--- src/design/ivnc_params.svh ---
`ifndef IVNC_PARAMS_SVH
`define IVNC_PARAMS_SVH

// ************************************************************
// Register byte addresses on the APB bus.
// ************************************************************
`define IVNC_ADDR_WDT_BCM_VEC 32'hfffffee4
`define IVNC_ADDR_DMA0_VEC 32'hffffffa0
`define IVNC_ADDR_DMA1_VEC 32'hffffffa8
`define IVNC_ADDR_TIMER_VEC 32'hfffffe68
`define IVNC_ADDR_DIV_VEC 32'hffffff0c
`define IVNC_ADDR_INT_CTRL 32'hffffffe0
`define IVNC_ADDR_PRIORITY 32'hffffffb8
`define IVNC_ADDR_INT_STATUS 32'hffffffb0
`define IVNC_ADDR_INT_MASK 32'hffffffb4

// ************************************************************
// Field positions.
// ************************************************************
`define IVNC_HI_FIELD_MSB 14
`define IVNC_HI_FIELD_LSB 8
`define IVNC_LO_FIELD_MSB 6
`define IVNC_LO_FIELD_LSB 0
`define IVNC_DIV_FIELD_MSB 15
`define IVNC_DMA_FIELD_MSB 7
`define IVNC_NMI_LEVEL_BIT 15
`define IVNC_NMI_EDGE_BIT 8
`define IVNC_VEC_MODE_BIT 0
`define IVNC_WDT_PRIO_MSB 7
`define IVNC_WDT_PRIO_LSB 4

// ************************************************************
// Reset values.
// ************************************************************
`define IVNC_RST_VEC7 7'h00
`define IVNC_RST_VEC8 8'h00
`define IVNC_RST_VEC16 16'h0000
`define IVNC_RST_PRIO 4'h0
`define IVNC_RST_EVENTS 7'h00

`endif

--- src/design/ivnc_pkg.sv ---
package ivnc_pkg;

  // Interrupt sources, in the order of their status and mask bits.
  typedef enum logic [2:0] {
    ivnc_src_timer,
    ivnc_src_wdt,
    ivnc_src_bcm,
    ivnc_src_div,
    ivnc_src_dma0,
    ivnc_src_dma1,
    ivnc_src_nmi
  } ivnc_src_e;

  // Number of event sources.
  localparam int unsigned IVNC_NUM_SRC = 7;

  // Width of a returned vector number.
  typedef logic [15:0] ivnc_vec_t;

endpackage

--- src/design/ivnc_top.sv ---
// The APB register port is this design's own decision.
`timescale 1ns/10ps
`include "ivnc_params.svh"

module ivnc_top #(
  parameter int unsigned NMI_SYNC_STAGES = 2,
  parameter int unsigned EXT_SYNC_STAGES = 2
) (
  // APB clock and reset.
  input wire logic pclk,
  input wire logic presetn,
  // APB slave.
  input wire logic psel,
  input wire logic penable,
  input wire logic pwrite,
  input wire logic [31:0] paddr,
  input wire logic [31:0] pwdata,
  input wire logic [3:0] pstrb,
  output logic [31:0] prdata,
  output logic pready,
  output logic pslverr,
  // Peripheral event pulses, on pclk.
  input wire logic timer_overflow_event,
  input wire logic watchdog_interval_event,
  input wire logic bus_compare_match_event,
  input wire logic divider_fault_event,
  input wire logic [1:0] dma_end_event,
  // Non-maskable interrupt pin.
  input wire logic nmi_pin,
  // External vector pins.
  input wire logic [15:0] ext_vector,
  // CPU acknowledge and returned vector.
  input wire logic cpu_ack,
  input wire logic [2:0] cpu_ack_src,
  output logic [15:0] vector_out,
  output logic vector_valid,
  // Requests towards the CPU.
  output logic irq,
  output logic nmi_request,
  output logic [3:0] watchdog_priority,
  output logic [3:0] buscmp_priority
);

  // ************************************************************
  // Elaboration checks.
  // ************************************************************

  // The external vector pins need a real synchroniser too.
  initial begin
    if (EXT_SYNC_STAGES < 2) begin
      $error("ivnc_top needs at least two stages on the external vector");
    end
  end

  // ************************************************************
  // Storage.
  // ************************************************************

  logic [6:0] timer_overflow_vector_field; // Timer overflow vector.
  logic [6:0] watchdog_interval_vector_field; // Watchdog interval vector.
  logic [6:0] buscmp_vector_field; // Bus compare match vector.
  logic [15:0] divider_fault_vector; // Divider overflow/underflow vector.
  logic [7:0] dma_end_vector_field [2]; // One vector per DMA channel.
  logic nmi_edge_select; // One selects the rising edge.
  logic vector_mode_select; // One selects external vectors.
  logic [3:0] watchdog_priority_field; // Shared watchdog and bus level.
  logic [6:0] int_status; // Sticky event bits.
  logic [6:0] int_mask; // One lets a status bit reach irq.
  logic nmi_pin_level; // Synchronised pin level.
  logic nmi_edge; // One pulse per qualifying edge.
  logic [15:0] ext_sync [EXT_SYNC_STAGES]; // External vector synchroniser.
  logic [6:0] events; // All event pulses gathered.

  // Access strobes of the APB access phase.
  logic wr_en;
  logic rd_en;
  logic addr_hit;

  // ************************************************************
  // Helper functions.
  // ************************************************************

  // Merges write data into an old word under the byte strobes.
  function automatic logic [31:0] merge_bytes(input logic [31:0] old_word,
                                              input logic [31:0] new_word,
                                              input logic [3:0] strb);
    logic [31:0] result;
    result = old_word;
    for (int i = 0; i < 4; i++) begin
      if (strb[i]) begin
        result[i*8 +: 8] = new_word[i*8 +: 8];
      end
    end
    return result;
  endfunction

  // Places a seven-bit field into the upper byte of a halfword.
  function automatic logic [31:0] hi_field(input logic [6:0] v);
    logic [31:0] w;
    w = 32'h0000_0000;
    w[`IVNC_HI_FIELD_MSB:`IVNC_HI_FIELD_LSB] = v;
    return w;
  endfunction

  // Word presently read at an address, used for reads and merges.
  function automatic logic [31:0] reg_word(input logic [31:0] addr);
    logic [31:0] w;
    w = 32'h0000_0000;
    unique case (addr)
      `IVNC_ADDR_TIMER_VEC: begin
        w = hi_field(timer_overflow_vector_field);
      end
      `IVNC_ADDR_WDT_BCM_VEC: begin
        w = hi_field(watchdog_interval_vector_field);
        w[`IVNC_LO_FIELD_MSB:`IVNC_LO_FIELD_LSB] = buscmp_vector_field;
      end
      `IVNC_ADDR_DIV_VEC: begin
        w[`IVNC_DIV_FIELD_MSB:0] = divider_fault_vector;
      end
      `IVNC_ADDR_DMA0_VEC: begin
        w[`IVNC_DMA_FIELD_MSB:0] = dma_end_vector_field[0];
      end
      `IVNC_ADDR_DMA1_VEC: begin
        w[`IVNC_DMA_FIELD_MSB:0] = dma_end_vector_field[1];
      end
      `IVNC_ADDR_INT_CTRL: begin
        w[`IVNC_NMI_LEVEL_BIT] = nmi_pin_level;
        w[`IVNC_NMI_EDGE_BIT] = nmi_edge_select;
        w[`IVNC_VEC_MODE_BIT] = vector_mode_select;
      end
      `IVNC_ADDR_PRIORITY: begin
        w[`IVNC_WDT_PRIO_MSB:`IVNC_WDT_PRIO_LSB] = watchdog_priority_field;
      end
      `IVNC_ADDR_INT_STATUS: begin
        w[6:0] = int_status;
      end
      `IVNC_ADDR_INT_MASK: begin
        w[6:0] = int_mask;
      end
      default: w = 32'h0000_0000;
    endcase
    return w;
  endfunction

  // True for every mapped address.
  function automatic logic is_mapped(input logic [31:0] addr);
    return addr == `IVNC_ADDR_TIMER_VEC || addr == `IVNC_ADDR_WDT_BCM_VEC ||
           addr == `IVNC_ADDR_DIV_VEC || addr == `IVNC_ADDR_DMA0_VEC ||
           addr == `IVNC_ADDR_DMA1_VEC || addr == `IVNC_ADDR_INT_CTRL ||
           addr == `IVNC_ADDR_PRIORITY || addr == `IVNC_ADDR_INT_STATUS ||
           addr == `IVNC_ADDR_INT_MASK;
  endfunction

  // ************************************************************
  // APB slave.
  // ************************************************************

  // The slave never stalls, so every access ends in its first access cycle.
  assign pready = 1'b1;
  assign addr_hit = is_mapped(paddr);
  assign wr_en = psel & penable & pwrite & addr_hit;
  assign rd_en = psel & penable & ~pwrite;
  // An unmapped address answers with an error and changes nothing.
  assign pslverr = psel & penable & ~addr_hit;
  // Read data is combinational from the register flip-flops.
  assign prdata = rd_en ? reg_word(paddr) : 32'h0000_0000;

  // Merged write word for the addressed register.
  logic [31:0] next_word;
  assign next_word = merge_bytes(reg_word(paddr), pwdata, pstrb);

  // ************************************************************
  // Vector number registers.
  // ************************************************************

  // Timer overflow vector; bit 15 and the low byte read zero.
  always_ff @(posedge pclk or negedge presetn) begin
    if (!presetn) begin
      timer_overflow_vector_field <= `IVNC_RST_VEC7;
    end else if (wr_en && paddr == `IVNC_ADDR_TIMER_VEC) begin
      timer_overflow_vector_field <= next_word[`IVNC_HI_FIELD_MSB:`IVNC_HI_FIELD_LSB];
    end
  end

  // Watchdog interval and bus compare match vectors share one register.
  always_ff @(posedge pclk or negedge presetn) begin
    if (!presetn) begin
      watchdog_interval_vector_field <= `IVNC_RST_VEC7;
      buscmp_vector_field <= `IVNC_RST_VEC7;
    end else if (wr_en && paddr == `IVNC_ADDR_WDT_BCM_VEC) begin
      watchdog_interval_vector_field <= next_word[`IVNC_HI_FIELD_MSB:`IVNC_HI_FIELD_LSB];
      buscmp_vector_field <= next_word[`IVNC_LO_FIELD_MSB:`IVNC_LO_FIELD_LSB];
    end
  end

  // Divider vector; the upper half-word is not stored and reads zero.
  always_ff @(posedge pclk or negedge presetn) begin
    if (!presetn) begin
      divider_fault_vector <= `IVNC_RST_VEC16;
    end else if (wr_en && paddr == `IVNC_ADDR_DIV_VEC) begin
      divider_fault_vector <= next_word[`IVNC_DIV_FIELD_MSB:0];
    end
  end

  // DMA end-of-transfer vectors, one byte per channel.
  always_ff @(posedge pclk or negedge presetn) begin
    if (!presetn) begin
      dma_end_vector_field[0] <= `IVNC_RST_VEC8;
      dma_end_vector_field[1] <= `IVNC_RST_VEC8;
    end else if (wr_en && paddr == `IVNC_ADDR_DMA0_VEC) begin
      dma_end_vector_field[0] <= next_word[`IVNC_DMA_FIELD_MSB:0];
    end else if (wr_en && paddr == `IVNC_ADDR_DMA1_VEC) begin
      dma_end_vector_field[1] <= next_word[`IVNC_DMA_FIELD_MSB:0];
    end
  end

  // ************************************************************
  // Interrupt control and priority.
  // ************************************************************

  // Edge select and vector mode; the level bit is read-only.
  always_ff @(posedge pclk or negedge presetn) begin
    if (!presetn) begin
      nmi_edge_select <= 1'b0;
      vector_mode_select <= 1'b0;
    end else if (wr_en && paddr == `IVNC_ADDR_INT_CTRL) begin
      nmi_edge_select <= next_word[`IVNC_NMI_EDGE_BIT];
      vector_mode_select <= next_word[`IVNC_VEC_MODE_BIT];
    end
  end

  // Watchdog priority field.
  always_ff @(posedge pclk or negedge presetn) begin
    if (!presetn) begin
      watchdog_priority_field <= `IVNC_RST_PRIO;
    end else if (wr_en && paddr == `IVNC_ADDR_PRIORITY) begin
      watchdog_priority_field <= next_word[`IVNC_WDT_PRIO_MSB:`IVNC_WDT_PRIO_LSB];
    end
  end

  // One field serves both sources, so they can never be told apart in rank.
  assign watchdog_priority = watchdog_priority_field;
  assign buscmp_priority = watchdog_priority_field;

  // ************************************************************
  // Non-maskable interrupt pin.
  // ************************************************************

  // Synchroniser and edge detector.
  ivnc_nmi_edge #(
    .SYNC_STAGES(NMI_SYNC_STAGES)
  ) u_nmi_edge (
    .pclk(pclk),
    .presetn(presetn),
    .nmi_pin(nmi_pin),
    .edge_rising(nmi_edge_select),
    .level(nmi_pin_level),
    .edge_pulse(nmi_edge)
  );

  // The request towards the CPU is one cycle per edge.
  assign nmi_request = nmi_edge;

  // ************************************************************
  // Event status, mask and interrupt line.
  // ************************************************************

  assign events = {nmi_edge, dma_end_event, divider_fault_event,
                   bus_compare_match_event, watchdog_interval_event,
                   timer_overflow_event};

  // Write-one-to-clear; an event in the clearing cycle still sets its bit.
  always_ff @(posedge pclk or negedge presetn) begin
    if (!presetn) begin
      int_status <= `IVNC_RST_EVENTS;
    end else begin
      int_status <= next_status();
    end
  end

  // Mask register, one bit per source.
  always_ff @(posedge pclk or negedge presetn) begin
    if (!presetn) begin
      int_mask <= `IVNC_RST_EVENTS;
    end else if (wr_en && paddr == `IVNC_ADDR_INT_MASK) begin
      int_mask <= next_word[6:0];
    end
  end

  // Level output, high while any unmasked status bit is set.
  always_ff @(posedge pclk or negedge presetn) begin
    if (!presetn) begin
      irq <= 1'b0;
    end else begin
      irq <= |(next_status() & int_mask);
    end
  end

  // Status after this edge, so irq follows it; only a strobed low byte clears.
  function automatic logic [6:0] next_status();
    logic [6:0] clr;
    clr = (wr_en && paddr == `IVNC_ADDR_INT_STATUS) ? pwdata[6:0] & {7{pstrb[0]}} : 7'h00;
    return (int_status & ~clr) | events;
  endfunction

  // ************************************************************
  // Vector return on acknowledge.
  // ************************************************************

  // External vector pins pass a synchroniser; the source must hold them
  // steady around the acknowledge, since bits are not sampled together.
  always_ff @(posedge pclk or negedge presetn) begin
    if (!presetn) begin
      for (int i = 0; i < EXT_SYNC_STAGES; i++) begin
        ext_sync[i] <= `IVNC_RST_VEC16;
      end
    end else begin
      ext_sync[0] <= ext_vector;
      for (int i = 1; i < EXT_SYNC_STAGES; i++) begin
        ext_sync[i] <= ext_sync[i-1];
      end
    end
  end

  // Programmed vector of an acknowledged source.
  function automatic logic [15:0] auto_vector(input logic [2:0] src);
    logic [15:0] v;
    v = 16'h0000;
    unique case (src)
      ivnc_pkg::ivnc_src_timer: v = {9'h000, timer_overflow_vector_field};
      ivnc_pkg::ivnc_src_wdt: v = {9'h000, watchdog_interval_vector_field};
      ivnc_pkg::ivnc_src_bcm: v = {9'h000, buscmp_vector_field};
      ivnc_pkg::ivnc_src_div: v = divider_fault_vector;
      ivnc_pkg::ivnc_src_dma0: v = {8'h00, dma_end_vector_field[0]};
      ivnc_pkg::ivnc_src_dma1: v = {8'h00, dma_end_vector_field[1]};
      default: v = 16'h0000;
    endcase
    return v;
  endfunction

  // The vector appears one cycle after the acknowledge; valid stays high as many cycles as the acknowledge.
  always_ff @(posedge pclk or negedge presetn) begin
    if (!presetn) begin
      vector_out <= `IVNC_RST_VEC16;
      vector_valid <= 1'b0;
    end else begin
      vector_valid <= cpu_ack;
      if (cpu_ack) begin
        if (vector_mode_select) begin
          vector_out <= ext_sync[EXT_SYNC_STAGES-1];
        end else begin
          vector_out <= auto_vector(cpu_ack_src);
        end
      end
    end
  end

endmodule

--- src/design/ivnc_nmi_edge.sv ---
`timescale 1ns/10ps

// Synchronises the non-maskable interrupt pin and detects the selected edge.
module ivnc_nmi_edge #(
  parameter int unsigned SYNC_STAGES = 2
) (
  // Clock and reset.
  input wire logic pclk,
  input wire logic presetn,
  // Pin and edge choice.
  input wire logic nmi_pin,
  input wire logic edge_rising,
  // Results.
  output logic level,
  output logic edge_pulse
);

  // Fewer than two stages would let a metastable value into logic.
  initial begin
    if (SYNC_STAGES < 2) begin
      $error("ivnc_nmi_edge needs at least two synchroniser stages");
    end
  end

  // Synchroniser chain; only the last stage is read by logic.
  logic [SYNC_STAGES-1:0] sync_chain;
  // Previous synchronised level, for edge detection.
  logic last_level;

  // The pin passes the chain before anything looks at it.
  always_ff @(posedge pclk or negedge presetn) begin
    if (!presetn) begin
      sync_chain <= '0;
    end else begin
      sync_chain <= {sync_chain[SYNC_STAGES-2:0], nmi_pin};
    end
  end

  assign level = sync_chain[SYNC_STAGES-1];

  // Keep the previous level to compare against.
  always_ff @(posedge pclk or negedge presetn) begin
    if (!presetn) begin
      last_level <= 1'b0;
    end else begin
      last_level <= level;
    end
  end

  // One pulse for each qualifying edge, rising or falling as chosen.
  always_ff @(posedge pclk or negedge presetn) begin
    if (!presetn) begin
      edge_pulse <= 1'b0;
    end else if (edge_rising) begin
      edge_pulse <= level & ~last_level;
    end else begin
      edge_pulse <= ~level & last_level;
    end
  end

endmodule

--- config.mk ---
export PLATFORM = sky130hd
export DESIGN_NAME = ivnc_top
export DESIGN_NICKNAME = d
export VERILOG_FILES = /design/src/design/ivnc_pkg.sv /design/src/design/ivnc_top.sv /design/src/design/ivnc_nmi_edge.sv
export VERILOG_INCLUDE_DIRS = /design/src /design/src/design
export SDC_FILE = /design/constraint.sdc
export NUM_CORES = 1
export LEC_CHECK = 0
export BUFFER_PORTS_ARGS = -buffer_cell sky130_fd_sc_hd__buf_2
export CORE_UTILIZATION = 40
export CTS_BUF_LIST = sky130_fd_sc_hd__clkbuf_2
export DETAILED_ROUTE_END_ITERATION = 8
export MAX_ROUTING_LAYER = met4
export SETUP_SLACK_MARGIN = 0.2
export SLEW_MARGIN = 20
export SYNTH_ARGS = -nofsm -noshare
export SYNTH_HDL_FRONTEND = slang
export SYNTH_SLANG_ARGS = --single-unit
export TNS_END_PERCENT = 50
--- constraint.sdc ---
create_clock -name pclk -period 6.1 [get_ports pclk]
set_input_delay 0.915 -clock pclk [delete_from_list [all_inputs] [get_ports pclk]]
set_output_delay 0.915 -clock pclk [all_outputs]
set_load 0.02 [all_outputs]
# == After elaboration in Yosys (flattened, before gate mapping) ==
# Index checks and enable logic that the tools add are counted.
# op_classes
n_eq_ne,14
muxes,14
bitwise_logic,17
reduce_logical,20
# op_table
cell,count
"equality test 32 bit, second input constant",9
case mux 16 bit (6 select lines),1
two-way mux 16 bit,2
bitwise AND 7 bit,3
case mux 3 bit (7 select lines),1
case mux 3 bit (6 select lines),1
case mux 6 bit (3 select lines),1
two-way mux 8 bit,2
logical AND 1 bit,9
logical OR 1 bit,8
case mux 1 bit (4 select lines),2
bitwise AND 1 bit,7
two-way mux 7 bit,1
NOT 7 bit,1
OR 7 bit,1
case mux 1 bit (7 select lines),1
OR reduction 7 bit,1
"equality test 3 x 2 -> 1 bit, second input constant",2
"equality test 3 bit, second input constant",2
NOT 1 bit,5
"equality test 3 x 1 -> 1 bit, second input constant",1
zero test 3 bit,1
case mux 1 bit (2 select lines),1
AND reduction 2 bit,1
two-way mux 1 bit,1
# totals
regBits,127
input_bits,100
word_cells,84

# == Longest topological paths before layout ==
# logic_depth
ltp_word,17
depth_mapped,10

# == Cells and area by module ==
# A second synthesis with hierarchy kept.
# unflattened
cells_unflattened,624
hier_area_um2,6282.3
# modules_own_cells
module,n_inst,cells_per_inst,area_per_inst_um2
ivnc_top,1,617,6159.7
ivnc_nmi_edge,1,7,122.6

# == Worst setup path after synthesis ==
# No wires, ideal clock.
# synth_path
path_type,input-to-output
start,input port paddr[7]
end,output port prdata[10]
t_arrival_ns,2.713
t_required_ns,5.185
path_slack_ns,2.472
cell_stages,9
path_buffers,4
path_cell_list,clkbuf_1 > nor4_1 > and3_1 > clkbuf_1 > and3_1 > clkbuf_1 > buf_2 > a22oi_1 > nor2_1
# synth_via
elab_chain_len,3
elab_cells_between_ends,5
cone_classes,eq/ne (3); mux (2)
# synth_lines
element,line_no,text
from (decl),ivnc_top.sv:16,"input wire logic [31:0] paddr,"
equality test 32 bit,ivnc_top.sv:109,unique case (addr)
case mux 6 bit (3 select lines) (*),ivnc_top.sv:109,
two-way mux 16 bit (*),ivnc_top.sv:166,assign prdata = rd_en ? reg_word(paddr) : 32'h0000_0000;
to (decl),ivnc_top.sv:19,"output logic [31:0] prdata,"
# Every way passes the cells marked *; elsewhere a longest branch is shown, timed or not.

# == Final worst setup path ==
# layout_path
start,input port paddr[3]
end,output port prdata[3]
# layout_via
elab_chain_len,3
elab_cells_between_ends,8
cone_classes,eq/ne (6); mux (2)
# layout_lines
element,line_no
equality test 32 bit,ivnc_top.sv:109
case mux 3 bit (6 select lines) (*),ivnc_top.sv:109
two-way mux 16 bit (*),ivnc_top.sv:166
# Marks and branches as above.

==> impl_metrics.env <==
export IMPL_worst_clock_skew_ns=0.03060
export IMPL_die_w_microns=126.6
export IMPL_drt_iter0_markers=515
export IMPL_numCtsBuffers=17
export IMPL_cp_start_kind="primary input"
export IMPL_design_die_area_sq_mm=0.01603
export IMPL_cts_buffer_depth=2
export IMPL_yosysSeqAreaShare_pct=51.18
export IMPL_antenna_found_initial=1
export IMPL_vias=5459
export IMPL_p_leak_nw=3.378
export IMPL_floorplan_initialDensity_pct=40.85
export IMPL_synth_edf_count=0
export IMPL_critPathMaxFanout=13
export IMPL_synth_area_sq_mm=0.006210
export IMPL_ctsRootBufferMaster="clkbuf_2"
export IMPL_portBuffers=125
export IMPL_wirelength_microns=18170
export IMPL_syn_avg_cell_area_sq_um=9.951
export IMPL_worstPathCellList="buf_2 -> nor4b_1 -> and3_1 -> and3_1 -> a22oi_1 -> nor2_1 -> buf_2"
export IMPL_cts_resized_gates=0
export IMPL_grt_pass1_wl_microns=28750
export IMPL_worst_pin_slew_ns=0.9951
export IMPL_max_freq_mhz=228.7
export IMPL_hold_path_class="in2async"
export IMPL_grt_usage_pct=24.34
export IMPL_synth_flop_cell="dfrtp_1"
export IMPL_ant_nets=0
export IMPL_gp_congestion=0.9102
export IMPL_max_stage_delay_ns=0.61
export IMPL_dp_hpwl_microns=12910
export IMPL_ctsHoldBuffers=0
export IMPL_ys_types=54
export IMPL_grt_setup_unrepaired="no"
export IMPL_ioPinCount=161
export IMPL_clkTransAtPathRegs_ns=0.20
export IMPL_drcViolationCount=0
export IMPL_crit_start="paddr[3]"
export IMPL_final_area_sq_mm=0.007114
export IMPL_path_buf_inv=2
export IMPL_drive_gt1_share_pct=24.90
export IMPL_yosysMostFrequentCell="dfrtp_1"
export IMPL_clock_latency_ns=0.71
export IMPL_post_dp_cell_area_sq_mm=0.006854
export IMPL_ir_worst_vdd_uv=157.3
export IMPL_worstPathArrival_ns=3.46
export IMPL_synth_seq_cells=127
export IMPL_dp_cells=899
export IMPL_postCtsSetupRepairBufs=0
export IMPL_rows=45
export IMPL_synth_area_leaders="dfrtp_1 (51%), nand2_1 (3.9%), nor2_1 (3.9%)"
export IMPL_synth_common_cells="dfrtp_1 (127), nand2_1 (65), nor2_1 (65)"
export IMPL_finalSetupViolations=0
export IMPL_critPathSlowestCell="nor4b_1"
export IMPL_core_sq_mm=0.01520
export IMPL_finalCritPeriodShare_pct=71.69
export IMPL_top_layer_used="met4"
export IMPL_path_delay_family="simple AND/OR/NAND/NOR gates"
export IMPL_status="completed"
export IMPL_finalHoldViolCount=0
export IMPL_endpoint_kind="output port"
export IMPL_dr_wl_met2_microns=8927
export IMPL_vias_per_cell=5.857
export IMPL_wl_met1_microns=7697
export IMPL_crit_type="in2out"
export IMPL_fin_tns_setup_ns=0
export IMPL_synthCells=624
export IMPL_ys_warn_count=0
export IMPL_die_h_microns=126.6
export IMPL_syn_to_final_growth_pct=14.57
export IMPL_grt_pass1_vias=5420
export IMPL_fin_crit_ns=4.373
export IMPL_cts_sinks=127
export IMPL_dr_wl_met3_microns=1167
export IMPL_maxCapViolations=0
export IMPL_grt_max_degree=67
export IMPL_synthArstFlopShare_pct=100.0
export IMPL_slew_headroom_pct=33.50
export IMPL_cts_max_level=4
export IMPL_grt_overflow=0
export IMPL_nNetsFinal=830
export IMPL_r2r_start="vector_mode_select$_DFFE_PN0P_"
export IMPL_pwr_density_cell_mw_per_mm2=219.1
export IMPL_drt_pass1_iterations=6
export IMPL_wl_per_cell_microns=19.49
export IMPL_fin_cells=932
export IMPL_synthDominantAreaCellType="dfrtp_1"
export IMPL_drv_slew=0
export IMPL_required_ns=5.18
export IMPL_yosys_area_top_type_share_pct=51.18
export IMPL_cts_tree="built"
## layer usage
metal  vias to the layer above  track usage [%]
li1                       2483                -
met1                      2675            30.90
met2                       264            39.42
met5                         -                -
met4                         0            8.646
met3                        37            4.049
## power breakdown
group / internal [mW] / total (mW) / leakage, nW / switching, mW
sequential: 0.859 / 0.866 / 1.64 / 0.00604
combinational: 0.0398 / 0.131 / 1.59 / 0.0912
clock: 0.202 / 0.562 / 0.146 / 0.361
total: 1.10 / 1.56 / 3.38 / 0.458
## state kept, by name, indices dropped and copies added (netlist names)
| signal | count |
|---|---|
| vector_out | 16 |
| irq | 1 |
| vector_valid | 1 |
| u_nmi_edge.sync_chain | 2 |
| buscmp_vector_field | 7 |
| divider_fault_vector | 16 |
| nmi_edge_select | 1 |
| int_status | 7 |
| buscmp_priority | 4 |
| u_nmi_edge.edge_pulse | 1 |
| vector_mode_select | 1 |
| u_nmi_edge.last_level | 1 |
| ext_sync | 32 |
| timer_overflow_vector_field | 7 |
| watchdog_interval_vector_field | 7 |
| dma_end_vector_field | 16 |
| int_mask | 7 |
## cell families after synthesis
logic type      after synthesis  share of synthesized area (%)
compound gates              182                          20.81
flops                       127                          51.18
other cells                   2                         0.1209
simple gates                206                          15.94
mux                          35                          6.246
buf+inv                      72                          5.702
## path summary, 6_finish.rpt
path / slack [ns] / to / depth (start not counted)
max in group asynchronous: 4.47 / vector_out[13]$_DFFE_PN0P_ / 2
hold reg to reg: 0.36 / ext_sync[2]$_DFF_PN0_ / 0
setup / recovery: 1.73 / prdata[3] / 7
min in group pclk: 0.29 / ext_sync[16]$_DFF_PN0_ / 1
hold / removal: 0.28 / vector_out[4]$_DFFE_PN0P_ / 1
setup reg to reg: 4.10 / vector_out[13]$_DFFE_PN0P_ / 4
## through the flow
stage / util (%) / hold WS, ns / total power [mW] / worst slack [ns]
finish: 46.80 / 0.2809 / 1.559 / 1.727
global route: 46.80 / 0.1930 / 1.627 / 1.570
CTS: 46.78 / 0.2403 / 1.572 / 1.768
detailed placement: 45.09 / 0.3347 / 1.012 / 1.788
global placement: 45.09 / 0.3323 / 1.009 / 1.795
floorplan: - / 0.3312 / 0.9498 / 2.472
## cells in the final DEF, fill, tap and decap left out, types with 5 or more instances in the layout
| cell type | count |
|---|---|
| nor2b_1 | 10 |
| a22o_1 | 26 |
| a21o_1 | 10 |
| nand2_1 | 65 |
| mux2_2 | 20 |
| clkbuf_2 | 17 |
| a32o_1 | 12 |
| a21oi_1 | 23 |
| nor3_1 | 8 |
| nor2_1 | 65 |
| a31oi_1 | 8 |
| nand4_1 | 9 |
| inv_6 | 5 |
| a211o_1 | 5 |
| nand3_1 | 13 |
| conb_1 | 17 |
| buf_2 | 124 |
| a22oi_1 | 32 |
| o21ai_0 | 42 |
| dfrtp_1 | 127 |
| and3_1 | 11 |
| inv_1 | 17 |
| mux2i_1 | 14 |
## worst register-to-register path: stages (launching register included)
cell	delay (ns)
dfrtp_1	0.86
inv_1	0.35
and3_1	0.35
a22oi_1	0.19
a21oi_1	0.10
## area by class of cell
cell class	instances	area (sq um)
Timing Repair Buffer	127	643.1
Antenna cell	1	2.502
Fill cell	1467	8088
Inverter	17	63.81
Sequential cell	127	3178
Clock buffer	17	85.08
Tap cell	188	235.2
Multi-Input combinational cell	440	2734
Clock inverter	15	172.7
(Power assumes the default switching activity.)
